File: config.mk
export PLATFORM = sky130hd
export DESIGN_NAME = limit_dac_clamp_select
export DESIGN_NICKNAME = d
export VERILOG_FILES = /design/src/hex_char_codec.v /design/src/limit_code_pick.v /design/src/limit_dac_clamp_select.v
export VERILOG_INCLUDE_DIRS = /design/src
export SDC_FILE = /design/constraint.sdc
export NUM_CORES = 1
export LEC_CHECK = 0
export BUFFER_PORTS_ARGS = -buffer_cell sky130_fd_sc_hd__buf_2
export CAP_MARGIN = 20
export CORE_MARGIN = 2
export CORE_UTILIZATION = 54
export CTS_CLUSTER_DIAMETER = 200
export DETAILED_ROUTE_END_ITERATION = 10
export PLACE_DENSITY_LB_ADDON = 0.25
export SLEW_MARGIN = 5
export SYNTH_ARGS = -nofsm -noshare
export SYNTH_HDL_FRONTEND = slang
export SYNTH_SLANG_ARGS = --single-unit
File: constraint.sdc
create_clock -name mclk_i -period 2.3 [get_ports mclk_i]
set_clock_uncertainty 0.2 [all_clocks]
set_input_delay 0.23 -clock mclk_i [delete_from_list [all_inputs] [get_ports mclk_i]]
set_output_delay 0.23 -clock mclk_i [all_outputs]
set_load 0.005 [all_outputs]
File: src/limit_clamp_regs.vh
`ifndef LIMIT_CLAMP_REGS_VH
`define LIMIT_CLAMP_REGS_VH

// register selects on the setup command port
`define SEL_OFF_STATE_CURRENT_CLAMP 3'h0
`define SEL_OFF_STATE_VOLTAGE_CLAMP 3'h1
`define SEL_ON_STATE_CURRENT_CLAMP 3'h2
`define SEL_ON_STATE_VOLTAGE_CLAMP 3'h3
`define SEL_OUTPUT_OFF_POLICY 3'h4

// factory defaults
`define CLAMP_RESET 8'h00
`define POLICY_RESET 4'h0

// output-off policy field bit positions
`define POLICY_VOLT_MAX_BIT 0
`define POLICY_CURR_MAX_BIT 1
`define POLICY_VOLT_CLAMP_BIT 2
`define POLICY_CURR_CLAMP_BIT 3

// error-policy bit that enables the on-state clamp
`define ERR_POLICY_FIXED_LIMIT_BIT 7

// dac codes
`define DAC_MAX_CODE 8'hFF
`define DAC_ZERO_CODE 8'h00

// source codes reported per limit
`define SRC_SETPOINT 2'h0
`define SRC_ZERO 2'h1
`define SRC_CLAMP 2'h2
`define SRC_MAX 2'h3

// layout of the saved image
`define IMG_OFF_CURR_LSB 0
`define IMG_OFF_VOLT_LSB 8
`define IMG_ON_CURR_LSB 16
`define IMG_ON_VOLT_LSB 24
`define IMG_POLICY_LSB 32

`endif

File: src/hex_char_codec.v
`timescale 1ns/1ns
// converts between a 4-bit value and one ascii hex character
module hex_char_codec (
  input wire [7:0] char_i, // incoming character
  output reg [3:0] nibble_o, // decoded value
  output reg char_ok_o, // high when char_i is a hex digit
  input wire [3:0] nibble_i, // value to encode
  output reg [7:0] char_o // upper-case hex character
);

  // decode: digits, upper and lower case letters
  always @*
  begin
    nibble_o = 4'h0;
    char_ok_o = 1'b0;
    if (char_i >= 8'h30 && char_i <= 8'h39)
    begin
      nibble_o = char_i[3:0];
      char_ok_o = 1'b1;
    end
    else if ((char_i >= 8'h41 && char_i <= 8'h46) || (char_i >= 8'h61 && char_i <= 8'h66))
    begin
      nibble_o = char_i[3:0] + 4'h9;
      char_ok_o = 1'b1;
    end
  end

  // encode: 0-9 then A-F
  always @*
  begin
    if (nibble_i < 4'hA)
      char_o = {4'h3, nibble_i};
    else
      char_o = {4'h4, nibble_i - 4'h9};
  end

endmodule

File: src/limit_code_pick.v
`timescale 1ns/1ns
`include "limit_clamp_regs.vh"
// chooses the code for one limit dac
module limit_code_pick (
  input wire output_on_i, // output enabled
  input wire max_en_i, // off-state maximum option applies
  input wire off_clamp_en_i, // off-state clamp option applies
  input wire off_zero_i, // policy field is zero
  input wire on_clamp_en_i, // on-state clamp applies
  input wire [7:0] off_clamp_i, // off-state clamp byte
  input wire [7:0] on_clamp_i, // on-state clamp byte
  input wire [7:0] setpoint_i, // normal setpoint path code
  output reg [7:0] code_o, // chosen dac code
  output reg [1:0] source_o // which source was chosen
);

  // maximum beats clamp when both are set
  always @*
  begin
    code_o = setpoint_i;
    source_o = `SRC_SETPOINT;
    if (output_on_i)
    begin
      if (on_clamp_en_i)
      begin
        code_o = on_clamp_i;
        source_o = `SRC_CLAMP;
      end
    end
    else if (off_zero_i)
    begin
      code_o = `DAC_ZERO_CODE;
      source_o = `SRC_ZERO;
    end
    else if (max_en_i)
    begin
      code_o = `DAC_MAX_CODE;
      source_o = `SRC_MAX;
    end
    else if (off_clamp_en_i)
    begin
      code_o = off_clamp_i;
      source_o = `SRC_CLAMP;
    end
  end

endmodule

File: src/limit_dac_clamp_select.v
// What this block does
// - off, voltage mode: current clamp per policy
// - off, current mode: voltage clamp per policy
// - on, voltage mode: current clamp if bit7
// - on, current mode: voltage clamp if bit7
// - all four clamp bytes reset to zero
// - clamp readback returns the stored byte
// - policy zero forces both dacs zero when off
// - bit0 sets voltage dac max, off voltage mode
// - bit1 sets current dac max, off current mode
// - bit2 drives voltage clamp while output off
// - bit3 drives current clamp while output off
// - maximum option overrides the clamp option
// - sanitize command clears the policy field
// - policy is four bits, one hex character
// - save command commits setup variables
// - current error bit7 fixes current limit on, voltage mode only
// - voltage error bit7 fixes voltage limit on, current mode only
`timescale 1ns/1ns
`include "limit_clamp_regs.vh"
module limit_dac_clamp_select (
  input wire mclk_i, // controller clock, 25 MHz
  input wire reset_n_i, // asynchronous reset, active low
  input wire cmd_valid_i, // setup command present this cycle
  input wire cmd_write_i, // 1 = write, 0 = readback
  input wire [2:0] cmd_sel_i, // register select
  input wire [7:0] cmd_data_i, // clamp byte or policy hex character
  input wire sanitize_i, // security sanitize command pulse
  input wire save_diag_i, // save diagnostic setup command pulse
  input wire output_on_i, // channel output is on
  input wire current_mode_i, // 1 = current mode, 0 = voltage mode
  input wire [7:0] current_error_policy_i, // current error-policy byte
  input wire [7:0] voltage_error_policy_i, // voltage error-policy byte
  input wire [7:0] volt_setpoint_i, // normal voltage-limit code
  input wire [7:0] curr_setpoint_i, // normal current-limit code
  output reg [7:0] volt_limit_dac_o, // voltage-limit dac code
  output reg [7:0] curr_limit_dac_o, // current-limit dac code
  output reg [1:0] volt_source_o, // source of voltage-limit code
  output reg [1:0] curr_source_o, // source of current-limit code
  output reg rsp_valid_o, // answer pulse, one cycle
  output reg rsp_error_o, // bad select or bad hex character
  output reg [7:0] rsp_data_o, // readback byte or hex character
  output reg save_strobe_o, // commit pulse to non-volatile store
  output reg [35:0] save_image_o // setup snapshot to commit
);

  // stored setup variables
  reg [7:0] off_state_current_clamp;
  reg [7:0] off_state_voltage_clamp;
  reg [7:0] on_state_current_clamp;
  reg [7:0] on_state_voltage_clamp;
  reg [3:0] output_off_policy;

  // command decode results
  reg sel_known;
  reg [7:0] read_data;
  wire [3:0] policy_nibble;
  wire policy_char_ok;
  wire [7:0] policy_char;
  wire wr_hit;
  wire wr_policy_ok;
  wire wr_error;

  // mode and enable terms
  wire voltage_mode;
  wire policy_zero;
  wire volt_max_en;
  wire curr_max_en;
  wire volt_clamp_en;
  wire curr_clamp_en;
  wire volt_on_clamp_en;
  wire curr_on_clamp_en;

  // chosen codes before the output flops
  wire [7:0] next_volt_code;
  wire [7:0] next_curr_code;
  wire [1:0] next_volt_source;
  wire [1:0] next_curr_source;

  // per-limit buses for the code pickers
  // bit or byte 0 belongs to the voltage limit, 1 to the current limit
  wire [1:0] lim_max_en;
  wire [1:0] lim_clamp_en;
  wire [1:0] lim_on_clamp_en;
  wire [15:0] lim_off_clamp;
  wire [15:0] lim_on_clamp;
  wire [15:0] lim_setpoint;
  wire [15:0] lim_code;
  wire [3:0] lim_source;

  // policy field travels as one hex character both ways
  // lower-case letters are accepted on write, readback is always upper case
  hex_char_codec u_policy_codec (
    .char_i(cmd_data_i),
    .nibble_o(policy_nibble),
    .char_ok_o(policy_char_ok),
    .nibble_i(output_off_policy),
    .char_o(policy_char)
  );

  // select decode
  // selects 5 to 7 are unmapped; they change nothing and answer with an error
  always @*
  begin
    sel_known = 1'b1;
    case (cmd_sel_i)
      `SEL_OFF_STATE_CURRENT_CLAMP: sel_known = 1'b1;
      `SEL_OFF_STATE_VOLTAGE_CLAMP: sel_known = 1'b1;
      `SEL_ON_STATE_CURRENT_CLAMP: sel_known = 1'b1;
      `SEL_ON_STATE_VOLTAGE_CLAMP: sel_known = 1'b1;
      `SEL_OUTPUT_OFF_POLICY: sel_known = 1'b1;
      default: sel_known = 1'b0;
    endcase
  end

  // write qualification
  // a refused policy character must not reach the field, only the error flag
  assign wr_hit = cmd_valid_i & cmd_write_i & sel_known;
  assign wr_policy_ok = wr_hit & (cmd_sel_i == `SEL_OUTPUT_OFF_POLICY) & policy_char_ok;
  assign wr_error = cmd_valid_i & (~sel_known |
    (cmd_write_i & (cmd_sel_i == `SEL_OUTPUT_OFF_POLICY) & ~policy_char_ok));

  // clamp byte storage, zero by default
  // every byte is a legal dac code, so clamp writes are never refused
  // the four bytes come up zero, matching their factory default
  always @(posedge mclk_i or negedge reset_n_i)
  begin
    if (!reset_n_i)
    begin
      off_state_current_clamp <= `CLAMP_RESET;
      off_state_voltage_clamp <= `CLAMP_RESET;
      on_state_current_clamp <= `CLAMP_RESET;
      on_state_voltage_clamp <= `CLAMP_RESET;
    end
    else if (wr_hit)
    begin
      case (cmd_sel_i)
        `SEL_OFF_STATE_CURRENT_CLAMP: off_state_current_clamp <= cmd_data_i;
        `SEL_OFF_STATE_VOLTAGE_CLAMP: off_state_voltage_clamp <= cmd_data_i;
        `SEL_ON_STATE_CURRENT_CLAMP: on_state_current_clamp <= cmd_data_i;
        `SEL_ON_STATE_VOLTAGE_CLAMP: on_state_voltage_clamp <= cmd_data_i;
        default: off_state_current_clamp <= off_state_current_clamp;
      endcase
    end
  end

  // policy field; sanitize wins over a write in the same cycle
  // sanitize must win so a stale write cannot survive a clear
  // a refused character leaves the field as it was
  always @(posedge mclk_i or negedge reset_n_i)
  begin
    if (!reset_n_i)
      output_off_policy <= `POLICY_RESET;
    else if (sanitize_i)
      output_off_policy <= `POLICY_RESET;
    else if (wr_policy_ok)
      output_off_policy <= policy_nibble;
  end

  // readback mux: clamps as a raw byte, policy as a hex character
  // unmapped selects read back as zero
  always @*
  begin
    case (cmd_sel_i)
      `SEL_OFF_STATE_CURRENT_CLAMP: read_data = off_state_current_clamp;
      `SEL_OFF_STATE_VOLTAGE_CLAMP: read_data = off_state_voltage_clamp;
      `SEL_ON_STATE_CURRENT_CLAMP: read_data = on_state_current_clamp;
      `SEL_ON_STATE_VOLTAGE_CLAMP: read_data = on_state_voltage_clamp;
      `SEL_OUTPUT_OFF_POLICY: read_data = policy_char;
      default: read_data = 8'h00;
    endcase
  end

  // answer one cycle after each command
  // rsp_data_o holds the last answer until the next command arrives
  // rsp_error_o stands for the answer cycle only
  always @(posedge mclk_i or negedge reset_n_i)
  begin
    if (!reset_n_i)
    begin
      rsp_valid_o <= 1'b0;
      rsp_error_o <= 1'b0;
      rsp_data_o <= 8'h00;
    end
    else
    begin
      rsp_valid_o <= cmd_valid_i;
      rsp_error_o <= wr_error;
      if (cmd_valid_i && !cmd_write_i)
        rsp_data_o <= read_data;
      else if (cmd_valid_i)
        rsp_data_o <= 8'h00;
    end
  end

  // commit snapshot of the setup variables on save
  // the image carries the values from before any write in the same cycle
  // a write in the same cycle lands in the next save, not this one
  always @(posedge mclk_i or negedge reset_n_i)
  begin
    if (!reset_n_i)
    begin
      save_strobe_o <= 1'b0;
      save_image_o <= 36'h0_0000_0000;
    end
    else
    begin
      save_strobe_o <= save_diag_i;
      if (save_diag_i)
      begin
        save_image_o[`IMG_OFF_CURR_LSB +: 8] <= off_state_current_clamp;
        save_image_o[`IMG_OFF_VOLT_LSB +: 8] <= off_state_voltage_clamp;
        save_image_o[`IMG_ON_CURR_LSB +: 8] <= on_state_current_clamp;
        save_image_o[`IMG_ON_VOLT_LSB +: 8] <= on_state_voltage_clamp;
        save_image_o[`IMG_POLICY_LSB +: 4] <= output_off_policy;
      end
    end
  end

  // mode terms
  // a zero policy field forces both dacs to zero while off, ahead of every option
  assign voltage_mode = ~current_mode_i;
  assign policy_zero = (output_off_policy == `POLICY_RESET);

  // off-state options; maximum only applies in its own mode
  assign volt_max_en = output_off_policy[`POLICY_VOLT_MAX_BIT] & voltage_mode;
  assign curr_max_en = output_off_policy[`POLICY_CURR_MAX_BIT] & current_mode_i;
  // clamp enables follow the policy map
  // either clamp applies in both modes while the output is off
  // the bit 2 / bit 3 map is used because the clamp bit positions disagree
  assign volt_clamp_en = output_off_policy[`POLICY_VOLT_CLAMP_BIT];
  assign curr_clamp_en = output_off_policy[`POLICY_CURR_CLAMP_BIT];

  // on-state fixed limits from the error-policy bytes
  // only bit 7 of each error-policy byte is used by this block
  // the fixed limit only guards the quantity that the mode does not regulate
  assign curr_on_clamp_en = voltage_mode &
    current_error_policy_i[`ERR_POLICY_FIXED_LIMIT_BIT];
  assign volt_on_clamp_en = current_mode_i &
    voltage_error_policy_i[`ERR_POLICY_FIXED_LIMIT_BIT];

  // per-limit operands, voltage limit low, current limit high
  assign lim_max_en = {curr_max_en, volt_max_en};
  assign lim_clamp_en = {curr_clamp_en, volt_clamp_en};
  assign lim_on_clamp_en = {curr_on_clamp_en, volt_on_clamp_en};
  assign lim_off_clamp = {off_state_current_clamp, off_state_voltage_clamp};
  assign lim_on_clamp = {on_state_current_clamp, on_state_voltage_clamp};
  assign lim_setpoint = {curr_setpoint_i, volt_setpoint_i};

  // one code picker per limit dac: zero, then maximum, then clamp, then setpoint
  genvar lim;
  generate
    for (lim = 0; lim < 2; lim = lim + 1)
    begin : g_limit
      limit_code_pick u_pick (
        .output_on_i(output_on_i),
        .max_en_i(lim_max_en[lim]),
        .off_clamp_en_i(lim_clamp_en[lim]),
        .off_zero_i(policy_zero),
        .on_clamp_en_i(lim_on_clamp_en[lim]),
        .off_clamp_i(lim_off_clamp[8*lim +: 8]),
        .on_clamp_i(lim_on_clamp[8*lim +: 8]),
        .setpoint_i(lim_setpoint[8*lim +: 8]),
        .code_o(lim_code[8*lim +: 8]),
        .source_o(lim_source[2*lim +: 2])
      );
    end
  endgenerate

  // split the picked codes back out per limit
  assign next_volt_code = lim_code[7:0];
  assign next_curr_code = lim_code[15:8];
  assign next_volt_source = lim_source[1:0];
  assign next_curr_source = lim_source[3:2];

  // registered dac codes; max beats clamp, else setpoint path
  // the dac pins only ever see a settled, registered code
  // sources are reported alongside so a monitor can tell zero from a zero clamp
  always @(posedge mclk_i or negedge reset_n_i)
  begin
    if (!reset_n_i)
    begin
      volt_limit_dac_o <= `DAC_ZERO_CODE;
      curr_limit_dac_o <= `DAC_ZERO_CODE;
      volt_source_o <= `SRC_ZERO;
      curr_source_o <= `SRC_ZERO;
    end
    else
    begin
      volt_limit_dac_o <= next_volt_code;
      curr_limit_dac_o <= next_curr_code;
      volt_source_o <= next_volt_source;
      curr_source_o <= next_curr_source;
    end
  end

endmodule

# Yosys cells after proc, flatten, opt, wreduce, memory -nomap -nowiden
# Cells that the tools add are included.
[totals]
reg_bits = 103
input_bits = 51
out_inout_bits = 67
elab_cells = 88
[classes]
addsub = 2
n_lt_le_gt_ge = 7
n_eq_ne = 4
n_mux = 31
bitwise_logic = 15
reduce_logical = 15
[op_table]
columns = ["op", "count"]
rows = [
  ["$mux W8", 12],
  ["$pmux W8 S5", 1],
  ["$mux W2", 10],
  ["$ge A8 B7 Y1 const B", 2],
  ["$le A8 B7 Y1 const B", 2],
  ["$mux W4", 4],
  ["$and A1 B1 Y1", 11],
  ["$ge A8 B6 Y1 const B", 1],
  ["$le A8 B6 Y1 const B", 1],
  ["$reduce_and A2 Y1", 4],
  ["$mux W7", 1],
  ["$eq A3 B2 Y1 const B", 2],
  ["$reduce_or A5 Y1", 1],
  ["$add A4 B4 Y4 const B", 1],
  ["$logic_and A1 B1 Y1", 4],
  ["$logic_not A4 Y1", 1],
  ["$lt A4 B4 Y1 const B", 1],
  ["$reduce_bool A2 Y1", 2],
  ["$sub A4 B4 Y4 const B", 1],
  ["$eq A3 B1 Y1 const B", 1],
  ["$eq A3 B3 Y1 const B", 1],
  ["$logic_not A3 Y1", 1],
  ["$mux W1", 3],
  ["$not A1 Y1", 3],
  ["other kinds (3)", 3],
]

# Logic depth before layout (Yosys ltp)
# Gate-level depths: netlist of run 1.
[logic_depth]
word_depth = 9
mapped_depth = 7

# Hierarchy
# Synthesis of run 1 repeated with hierarchy kept, for this count alone.
[hier_totals]
cells_unflattened = 418
area_unflattened_um2 = 5128.7
[by_module_without_submodules]
columns = ["module", "instances", "cells_each", "area_per_inst_um2", "seq_area_each_um2"]
rows = [
  ["limit_dac_clamp_select", 1, 278, 4177.8, 2580.0],
  ["limit_code_pick", 2, 51, 334.1, 0.0],
  ["hex_char_codec", 1, 38, 282.8, 0.0],
]

# Least setup slack after synthesis of run 1
# OpenSTA, ideal clock, no wires.
[synth_timing]
path_type = "in2reg"
startpoint = "input cmd_data_i[1]"
endpoint = "register output_off_policy[2]"
arrival_ns = 1.509
required_time_ns = 1.972
slack_ns = 0.463
path_stages = 6
path_buffers = 0
cell_sequence = "inv_1 ha_1 nor3b_1 nor3_4 o21ai_2 mux2_1"
[synth_between]
elab_chain_cells = 7
[synth_rtl]
columns = ["item", "line", "source"]
rows = [
  ["start: declaration", "limit_dac_clamp_select.v:27", "input wire [7:0] cmd_data_i,"],
  ["$ge A8 B7 Y1 / $le A8 B7 Y1 (equally long branches)", "hex_char_codec.v:21", "else if ((char_i >= 8'h41 && char_i <= 8'h46) || (char_i >= 8'h61 && char_i <= 8'h66))"],
  ["$logic_and A1 B1 Y1", "hex_char_codec.v:21", ""],
  ["$logic_or A1 B1 Y1", "hex_char_codec.v:21", ""],
  ["$mux W4 / $mux W1 (equally long branches)", "hex_char_codec.v:21", ""],
  ["$mux W4 / $mux W1 (equally long branches)", "hex_char_codec.v:16", "if (char_i >= 8'h30 && char_i <= 8'h39)"],
  ["$mux W4 / $and A1 B1 Y1 (equally long branches)", "limit_dac_clamp_select.v:156, limit_dac_clamp_select.v:119", ""],
  ["$mux W4 / $reduce_bool A2 Y1 (equally long branches)", "n/a", ""],
  ["end signal: assignment", "limit_dac_clamp_select.v:153", "output_off_policy <= `POLICY_RESET;"],
  ["end signal: assignment", "limit_dac_clamp_select.v:155", "output_off_policy <= `POLICY_RESET;"],
  ["end signal: assignment", "limit_dac_clamp_select.v:157", "output_off_policy <= policy_nibble;"],
  ["end: declaration", "limit_dac_clamp_select.v:52", "reg [3:0] output_off_policy;"],
]
# Parallel ways exist; a longest one is shown, timed or not. The select of a mux whose other input is x is not followed.
# A chain may end at the register's enable or synchronous reset.

# Worst setup path in the final report of run 1
[layout_timing]
startpoint = "input cmd_sel_i[2]"
endpoint = "register on_state_current_clamp[3]"
[layout_between]
elab_chain_cells = 5
[layout_rtl]
columns = ["item", "line", "source"]
rows = [
  ["start: declaration", "limit_dac_clamp_select.v:26", "input wire [2:0] cmd_sel_i,"],
  ["$eq A3 B3 Y1, or another cell as far along", "limit_dac_clamp_select.v:106", "case (cmd_sel_i)"],
  ["$reduce_or A5 Y1 (no line)", "n/a", ""],
  ["$mux W1", "limit_dac_clamp_select.v:106", ""],
  ["$and A1 B1 Y1", "limit_dac_clamp_select.v:118", "assign wr_hit = cmd_valid_i & cmd_write_i & sel_known;"],
  ["$reduce_and A2 Y1 (no line) *", "n/a", ""],
  ["end signal: assignment", "limit_dac_clamp_select.v:132", "on_state_current_clamp <= `CLAMP_RESET;"],
  ["end signal: assignment", "limit_dac_clamp_select.v:140", "`SEL_ON_STATE_CURRENT_CLAMP: on_state_current_clamp <= cmd_data_i;"],
  ["end: declaration", "limit_dac_clamp_select.v:50", "reg [7:0] on_state_current_clamp;"],
]
# Mark *: on every way between the ends. The rest lies on a longest branch, timed or not.

==> results of run 1 <==
==> Yosys cell counts (all sizes together), types with 2 or more instances <==
master  count
dfrtp     101
a41oi       2
o21bai      2
nor2        5
dfstp       2
o21ai      27
or3         2
ha          5
nand3       5
nand3b      2
nand2b      6
buf         8
nor3b       2
nand2      33
o22ai       7
mux2i       2
a21oi       7
nor2b      26
a31oi       7
mux4        7
inv        15
o22a        3
clkbuf     16
a211oi     18
mux2       82
==> cell type report <==
type / count / share of cell area
Sequential cell: 103 / 0.436
Multi-Input combinational cell: 266 / 0.369
Clock inverter: 7 / 0.0150
Tap cell: 108 / 0.0228
Clock buffer: 9 / 0.0209
Inverter: 15 / 0.00951
Timing Repair Buffer: 128 / 0.127
==> repair_timing <==
| item | 4_1_cts | 5_1_grt |
|---|---|---|
| resized for setup | 0 | 2 |
| hold buffers | 14 | 0 |
| endpoints found under the setup margin | 0 | 2 |
| hold endpoints to repair | 68 | 0 |
==> metrics by stage <==
step	hold slack (ns)	instance area (um2)	instances
global route	0.0254	5920	636
CTS	0.000306	5920	636
global placement	0.0839	5570	606
floorplan	-0.266	4910	408
detailed placement	0.103	5570	606
finish	0.000682	5920	636
==> per-layer routing <==
metal  share of wire  up-vias
met1            0.44     1851
li1                -     1707
met4           0.017        0
met3           0.068       27
met5               0        -
met2            0.47      160
==> worst max-delay path, cell delays in order <==
cell	delay, ns
dlygate4sd3_1	0.56
buf_2	0.24
and3b_1	0.31
nand2_1	0.08
nor2_2	0.41
mux2_2	0.39
==> sequential cells by signal, indices dropped and copies added, names as in the netlist <==
register / count
save_image_o: 36
curr_limit_dac_o: 8
off_state_current_clamp: 8
off_state_voltage_clamp: 8
on_state_current_clamp: 8
on_state_voltage_clamp: 8
rsp_data_o: 8
volt_limit_dac_o: 8
output_off_policy: 4
curr_source_o: 2
volt_source_o: 2
rsp_error_o: 1
rsp_valid_o: 1
save_strobe_o: 1
==> worst paths after layout <==
check                                             to  slack [ns]                  from
max in group asynchronous  on_state_current_clamp[4]        0.96             reset_n_i
min in group asynchronous              rsp_data_o[7]        0.19             reset_n_i
setup / recovery           on_state_current_clamp[3]        0.15          cmd_sel_i[2]
hold / removal                   curr_limit_dac_o[5]      0.0007    curr_setpoint_i[5]
hold reg to reg                     save_image_o[14]        0.31      save_image_o[14]
setup reg to reg                 volt_limit_dac_o[1]        0.37  output_off_policy[0]
==> kinds of logic (layout without fill, tap and decap cells) <==
group	count (synthesis)	after routing	share of synthesized area
AND/OR/NAND/NOR	92	92	0.106
XOR/XNOR	1	1	0.00178
adder cells (fa/ha/maj)	5	5	0.0127
AO/OA/AOI/OAI	77	77	0.0993
flip-flops	103	103	0.525
buffers and inverters	39	159	0.0306
multiplexers	91	91	0.224
==> cell usage in the layout (no fill, tap or decap), types with 3 or more instances in the layout <==
master / count
a31oi_1: 7
nor2b_1: 26
dfrtp_1: 101
mux4_2: 7
a211oi_1: 18
nand2_1: 33
nand2b_1: 6
buf_2: 102
o22a_1: 3
o22ai_1: 7
nor2_2: 3
dlygate4sd3_1: 14
o21ai_0: 16
ha_1: 4
nand3_1: 5
a21oi_1: 7
mux2_2: 77
clkbuf_8: 9
o21ai_1: 10
inv_1: 14
mux2_1: 5
buf_4: 11
==> power breakdown <==
part / switching (mW) / internal (mW) / leakage [nW]
Combinational: 0.392 / 0.539 / 1.39
Sequential: 0.311 / 2.14 / 1.30
Clock: 0.745 / 0.450 / 0.107
==> flow_metrics.py, run 1 <==
metrics = {
    "route": {
        "first_pass_iters": 5,
        "drc": 0,
        "wl_per_cell_um": 19.4,
        "routed_wl_um": 12400,
        "dr.first_iter.drc_count": 175,
        "via_per_inst": 5.89,
        "via_count": 3745,
        "ant_nets": 0,
    },
    "logic_synthesis": {
        "synth-seq-cells": 103,
        "ys.warnings.count": 0,
        "syn_area_um2": 4910,
        "syn_avg_cell_area_um2": 12.0,
        "synth_top_cell_by_area": "dfrtp_1",
        "synth_cells": 408,
        "ys_seq_area_frac": 0.525,
        "synth_top_area_frac": 0.515,
        "async_flop_share": 1.00,
        "ys.flop_type": "dfrtp_1",
        "syn_nets": 464,
        "synth_area_leaders": "dfrtp_1 (51%), mux2_2 (18%), nor2b_1 (3.3%), mux4_2 (3.2%), a211oi_1 (2.8%)",
        "synth_edf_count": 0,
        "synth_cell_types": 46,
    },
    "global_routing": {
        "grt_overflow": 0,
        "antenna_found_initial": 0,
        "grt_max_degree": 49,
        "grt_pass1_vias": 3662,
        "grt_busiest_layer": "met2",
        "met1_usage": 0.368,
        "grt_pass1_wl_um": 19500,
        "grtUsageMet2": 0.397,
        "grt_use_met3": 0.0590,
        "grt.total_usage": 0.257,
    },
    "sta": {
        "fin_crit_ns": 2.15,
        "timing.final.crit_share": 0.937,
        "finalSetupViolations": 0,
        "max_freq_ghz": 0.464,
        "worstMarginPinSlew_ns": 0.647,
        "rsz0062_at_grt": "false",
        "slew_viol_final": 0,
        "setup_ws_ns": 0.145,
        "hold_viol": 0,
        "max-slew-margin-rel": 0.569,
        "tns_ns": 0,
    },
    "worst_setup_path": {
        "crit_type": "primary input to flip-flop",
        "cp-start-kind": "primary input",
        "critPathRequiredTime_ns": 2.38,
        "crit_arrival_ns": 2.23,
        "cp-end-kind": "flip-flop",
        "reg2regPathDepth": 7,
        "crit_fanout": 20,
    },
    "run_status": {
        "status": "completed",
    },
    "power_and_ir_drop": {
        "total_power_mw": 4.57,
        "p_per_area_nw_per_um2": 772,
        "p_leak_nw": 2.80,
        "peakVddDrop_v": 0.000565,
    },
    "place": {
        "dpl_worst_slack_ns": 0.241,
        "post-dp-hpwl_um": 8840,
        "io_buffers": 103,
        "routabilityCongestion": 0.849,
    },
    "die": {
        "io_pins": 118,
        "dieArea_um2": 9880,
        "die_h_um": 99.4,
        "initial_core_util": 0.561,
        "core_um2": 8760,
        "row_count": 34,
        "die-width_um": 99.4,
    },
    "final_layout": {
        "nets": 579,
        "seqCellArea_um2": 2580,
        "multi_input_area_um2": 2180,
        "area_delta_synth_final_pct": 20.6,
        "fin_util": 0.676,
        "antenna_cells": 0,
        "fill_cells": 645,
        "drive_gt1_frac": 0.428,
    },
    "hold_path": {
        "worstHoldPathCells": 4,
        "hp-class": "primary input to flip-flop",
    },
    "clocking": {
        "cts_tree": "done",
        "insertion_delay_ns": 0.39,
        "clock-sinks": 103,
        "post_cts_buffers": 0,
        "clkTransAtPathRegs_ns": 0.11,
        "cts_buffer_depth": 2,
        "clockRootBuffer": "clkbuf_8",
        "htreeDepth": 3,
        "cts_buffers": 9,
    },
    "run": {
        "maxCapViolCount": 0,
    },
}
Power figures use the tool's default switching activity.
==> inputs of run 2 (changes only) <==
- ABC_AREA: not set -> 1
- CORE_UTILIZATION: 54 -> 53
- CTS_CLUSTER_DIAMETER: 200 -> 100
- SETUP_SLACK_MARGIN: not set -> 0.4
==> flow_metrics.py, run 2 <==
metrics = {
    "sta": {
        "finalSetupViolations": 0,
        "worstMarginPinSlew_ns": 0.675,
        "rsz0062_at_grt": "false",
        "max_freq_ghz": 0.561,
        "tns_ns": 0,
        "whs_ns": 0.00992,
        "slew_viol_final": 0,
        "fin_crit_ns": 1.78,
        "max-slew-margin-rel": 0.550,
        "hold_viol": 0,
        "setup_ws_ns": 0.518,
        "timing.final.crit_share": 0.775,
    },
    "logic_synthesis": {
        "synth-seq-cells": 103,
        "synth_area_leaders": "dfrtp_1 (54%), nand2_1 (13%), mux2_2 (7.2%), o21ai_0 (4.0%), o21ai_1 (3.7%)",
        "synth-xor-area-share": 0.00372,
        "synth_cell_types": 27,
        "ys_seq_area_frac": 0.548,
        "syn_avg_cell_area_um2": 9.05,
        "synth_cells": 520,
        "yosys.cell_count.top_type": "nand2_1",
        "muxShareOfSynthArea": 0.0718,
        "synth_edf_count": 0,
        "synth_top_family_by_area": "simple AND/OR/NAND/NOR gates",
        "syn_nets": 576,
        "ys.flop_type": "dfrtp_1",
        "synth-simple-area-share": 0.201,
        "synth-adder-area-share": 0.0133,
        "async_flop_share": 1.00,
        "synth_common_cells": "nand2_1 (161), dfrtp_1 (101), nor2_1 (38), o21ai_0 (38), o21ai_1 (35)",
        "synth_top_cell_by_area": "dfrtp_1",
        "ys.warnings.count": 0,
        "syn_area_um2": 4710,
        "synth_top_area_frac": 0.537,
        "synth-compound-area-share": 0.119,
    },
    "global_routing": {
        "antenna_found_initial": 0,
        "grt_overflow": 0,
        "grt_pass1_vias": 3982,
        "grt_max_degree": 52,
        "grt.total_usage": 0.266,
        "grt_pass1_wl_um": 20300,
    },
    "die": {
        "core_um2": 8680,
        "die_h_um": 98.3,
        "die-width_um": 98.3,
        "dieArea_um2": 9650,
        "row_count": 34,
        "io_pins": 118,
        "initial_core_util": 0.543,
    },
    "run": {
        "maxCapViolCount": 0,
    },
    "power_and_ir_drop": {
        "p_leak_nw": 3.08,
        "p_per_area_nw_per_um2": 741,
        "peakVddDrop_v": 0.000489,
    },
    "worst_setup_path": {
        "path_buf_inv": 4,
        "cp-start-kind": "primary input",
        "max_stage_delay_ns": 0.53,
        "crit_type": "primary input to flip-flop",
        "cp-end-kind": "flip-flop",
        "crit_fanout": 10,
        "crit_slowest_cell": "dlygate4sd3_1",
        "crit_chain": "dlygate4sd3_1 > buf_2 > inv_1 > nand2_1 > inv_1 > o21ai_0 > o21ai_0",
        "critPathRequiredTime_ns": 2.35,
        "crit_cells": 7,
        "cp_top_family": "buffers and inverters",
        "reg2regPathDepth": 6,
        "crit_arrival_ns": 1.83,
    },
    "final_layout": {
        "nets": 696,
        "multi_input_area_um2": 1930,
        "max_flop_register": "save_image_o",
        "antenna_cells": 0,
        "fin_util": 0.656,
        "layout_common_cells": "nand2_1 (160), buf_2 (102), dfrtp_1 (100), o21ai_0 (38), nor2_1 (37)",
        "fill_cells": 707,
        "area_delta_synth_final_pct": 20.8,
        "final_common_cell": "nand2_1",
        "seqCellArea_um2": 2580,
        "largest_register_ffs": 36,
        "drive_gt1_frac": 0.278,
    },
    "place": {
        "io_buffers": 103,
        "routabilityCongestion": 0.922,
        "dpl_worst_slack_ns": 0.353,
        "post-dp-hpwl_um": 9460,
    },
    "clocking": {
        "cts_buffers": 9,
        "htreeDepth": 3,
        "insertion_delay_ns": 0.37,
        "cts_tree": "done",
        "clockRootBuffer": "clkbuf_8",
        "clock-sinks": 103,
        "clkTransAtPathRegs_ns": 0.10,
        "cts_buffer_depth": 2,
    },
    "hold_path": {
        "worstHoldPathCells": 3,
        "hp-class": "primary input to flip-flop",
    },
    "route": {
        "dr.first_iter.drc_count": 288,
        "routed_wl_um": 12700,
        "drc": 0,
        "via_count": 4123,
        "first_pass_iters": 5,
        "wl_per_cell_um": 16.9,
        "ant_nets": 0,
        "via_per_inst": 5.48,
    },
    "run_status": {
        "status": "completed",
    },
}
run 2: cell types whose count changed after synthesis, moves of 10 or more:
| cell | previous run | this run |
|---|---|---|
| clkbuf_1 | 16 | 6 |
| nor2_1 | 2 | 38 |
| o21ai_1 | 10 | 35 |
| a211oi_1 | 18 | 0 |
| nand3_1 | 5 | 19 |
| nor2b_1 | 26 | 0 |
| mux2_2 | 77 | 30 |
| nand2_1 | 33 | 161 |
| o21ai_0 | 16 | 38 |
| a21oi_1 | 7 | 20 |
run 2: kinds of logic (layout without fill, tap and decap cells):
family,after synthesis,count (layout)
XOR/XNOR,2,2
multiplexers,30,30
adder cells (fa/ha/maj),5,5
AND/OR/NAND/NOR,229,229
AO/OA/AOI/OAI,106,106
flip-flops,103,103
buffers and inverters,45,170
run 2: final timing paths:
kind	from	endpoint	slack [ns]
max	current_mode_i	curr_limit_dac_o[5]	0.52
min	curr_setpoint_i[0]	curr_limit_dac_o[0]	0.01
max reg2reg	output_off_policy[2]	curr_limit_dac_o[5]	0.56
min reg2reg	rsp_data_o[2]	rsp_data_o[2]	0.29
max in group asynchronous	reset_n_i	volt_limit_dac_o[6]	1.12
min in group asynchronous	reset_n_i	curr_limit_dac_o[5]	0.13
run 2: per-layer routing:
metal / share of wire / up-vias / GRT usage
met2: 0.46 / 151 / 0.424
met4: 0.018 / 0 / 0.0717
met1: 0.47 / 1987 / 0.379
met5: 0 / - / 0
met3: 0.055 / 21 / 0.0487
li1: - / 1964 / -
run 2: worst register-to-register path, cell delays in order (launching register included):
cell and delay [ns]:
dfrtp_1 0.39, inv_1 0.32, nand2_1 0.09, nor2_1 0.22, nor2_4 0.10, o21ai_0 0.10, o21ai_0 0.17
run 2: per-stage QoR:
| stage | total power [mW] | cell area [um2] | cells |
|---|---|---|---|
| finish | 4.22 | 5690 | 753 |
| global route | 4.41 | 5690 | 753 |
| CTS | 4.21 | 5640 | 750 |
| detailed placement | 3.13 | 5310 | 720 |
| global placement | 3.09 | 5310 | 720 |
| floorplan | 2.69 | 4710 | 520 |
run 2: final cells by class:
cell class,instances,area share
clock buffer,9,0.0218
multi-input combinational,372,0.340
tap,108,0.0238
inverter,30,0.0218
timing repair buffer,124,0.128
sequential,103,0.454
clock inverter,7,0.0117
run 2: report_power, final:
group	switching, mW	internal [mW]	leakage [nW]
clock	0.678	0.416	0.0945
combinational	0.382	0.375	1.66
sequential	0.267	2.10	1.33
total	1.33	2.89	3.08
run 2: timing repair:
action / 4_1_cts / 5_1_grt
resized for setup: 1 / 6
endpoints found under the hold margin: 51 / 1
buffers inserted: 0 / 2
hold buffers: 14 / 1
setup endpoints to repair: 12 / 16
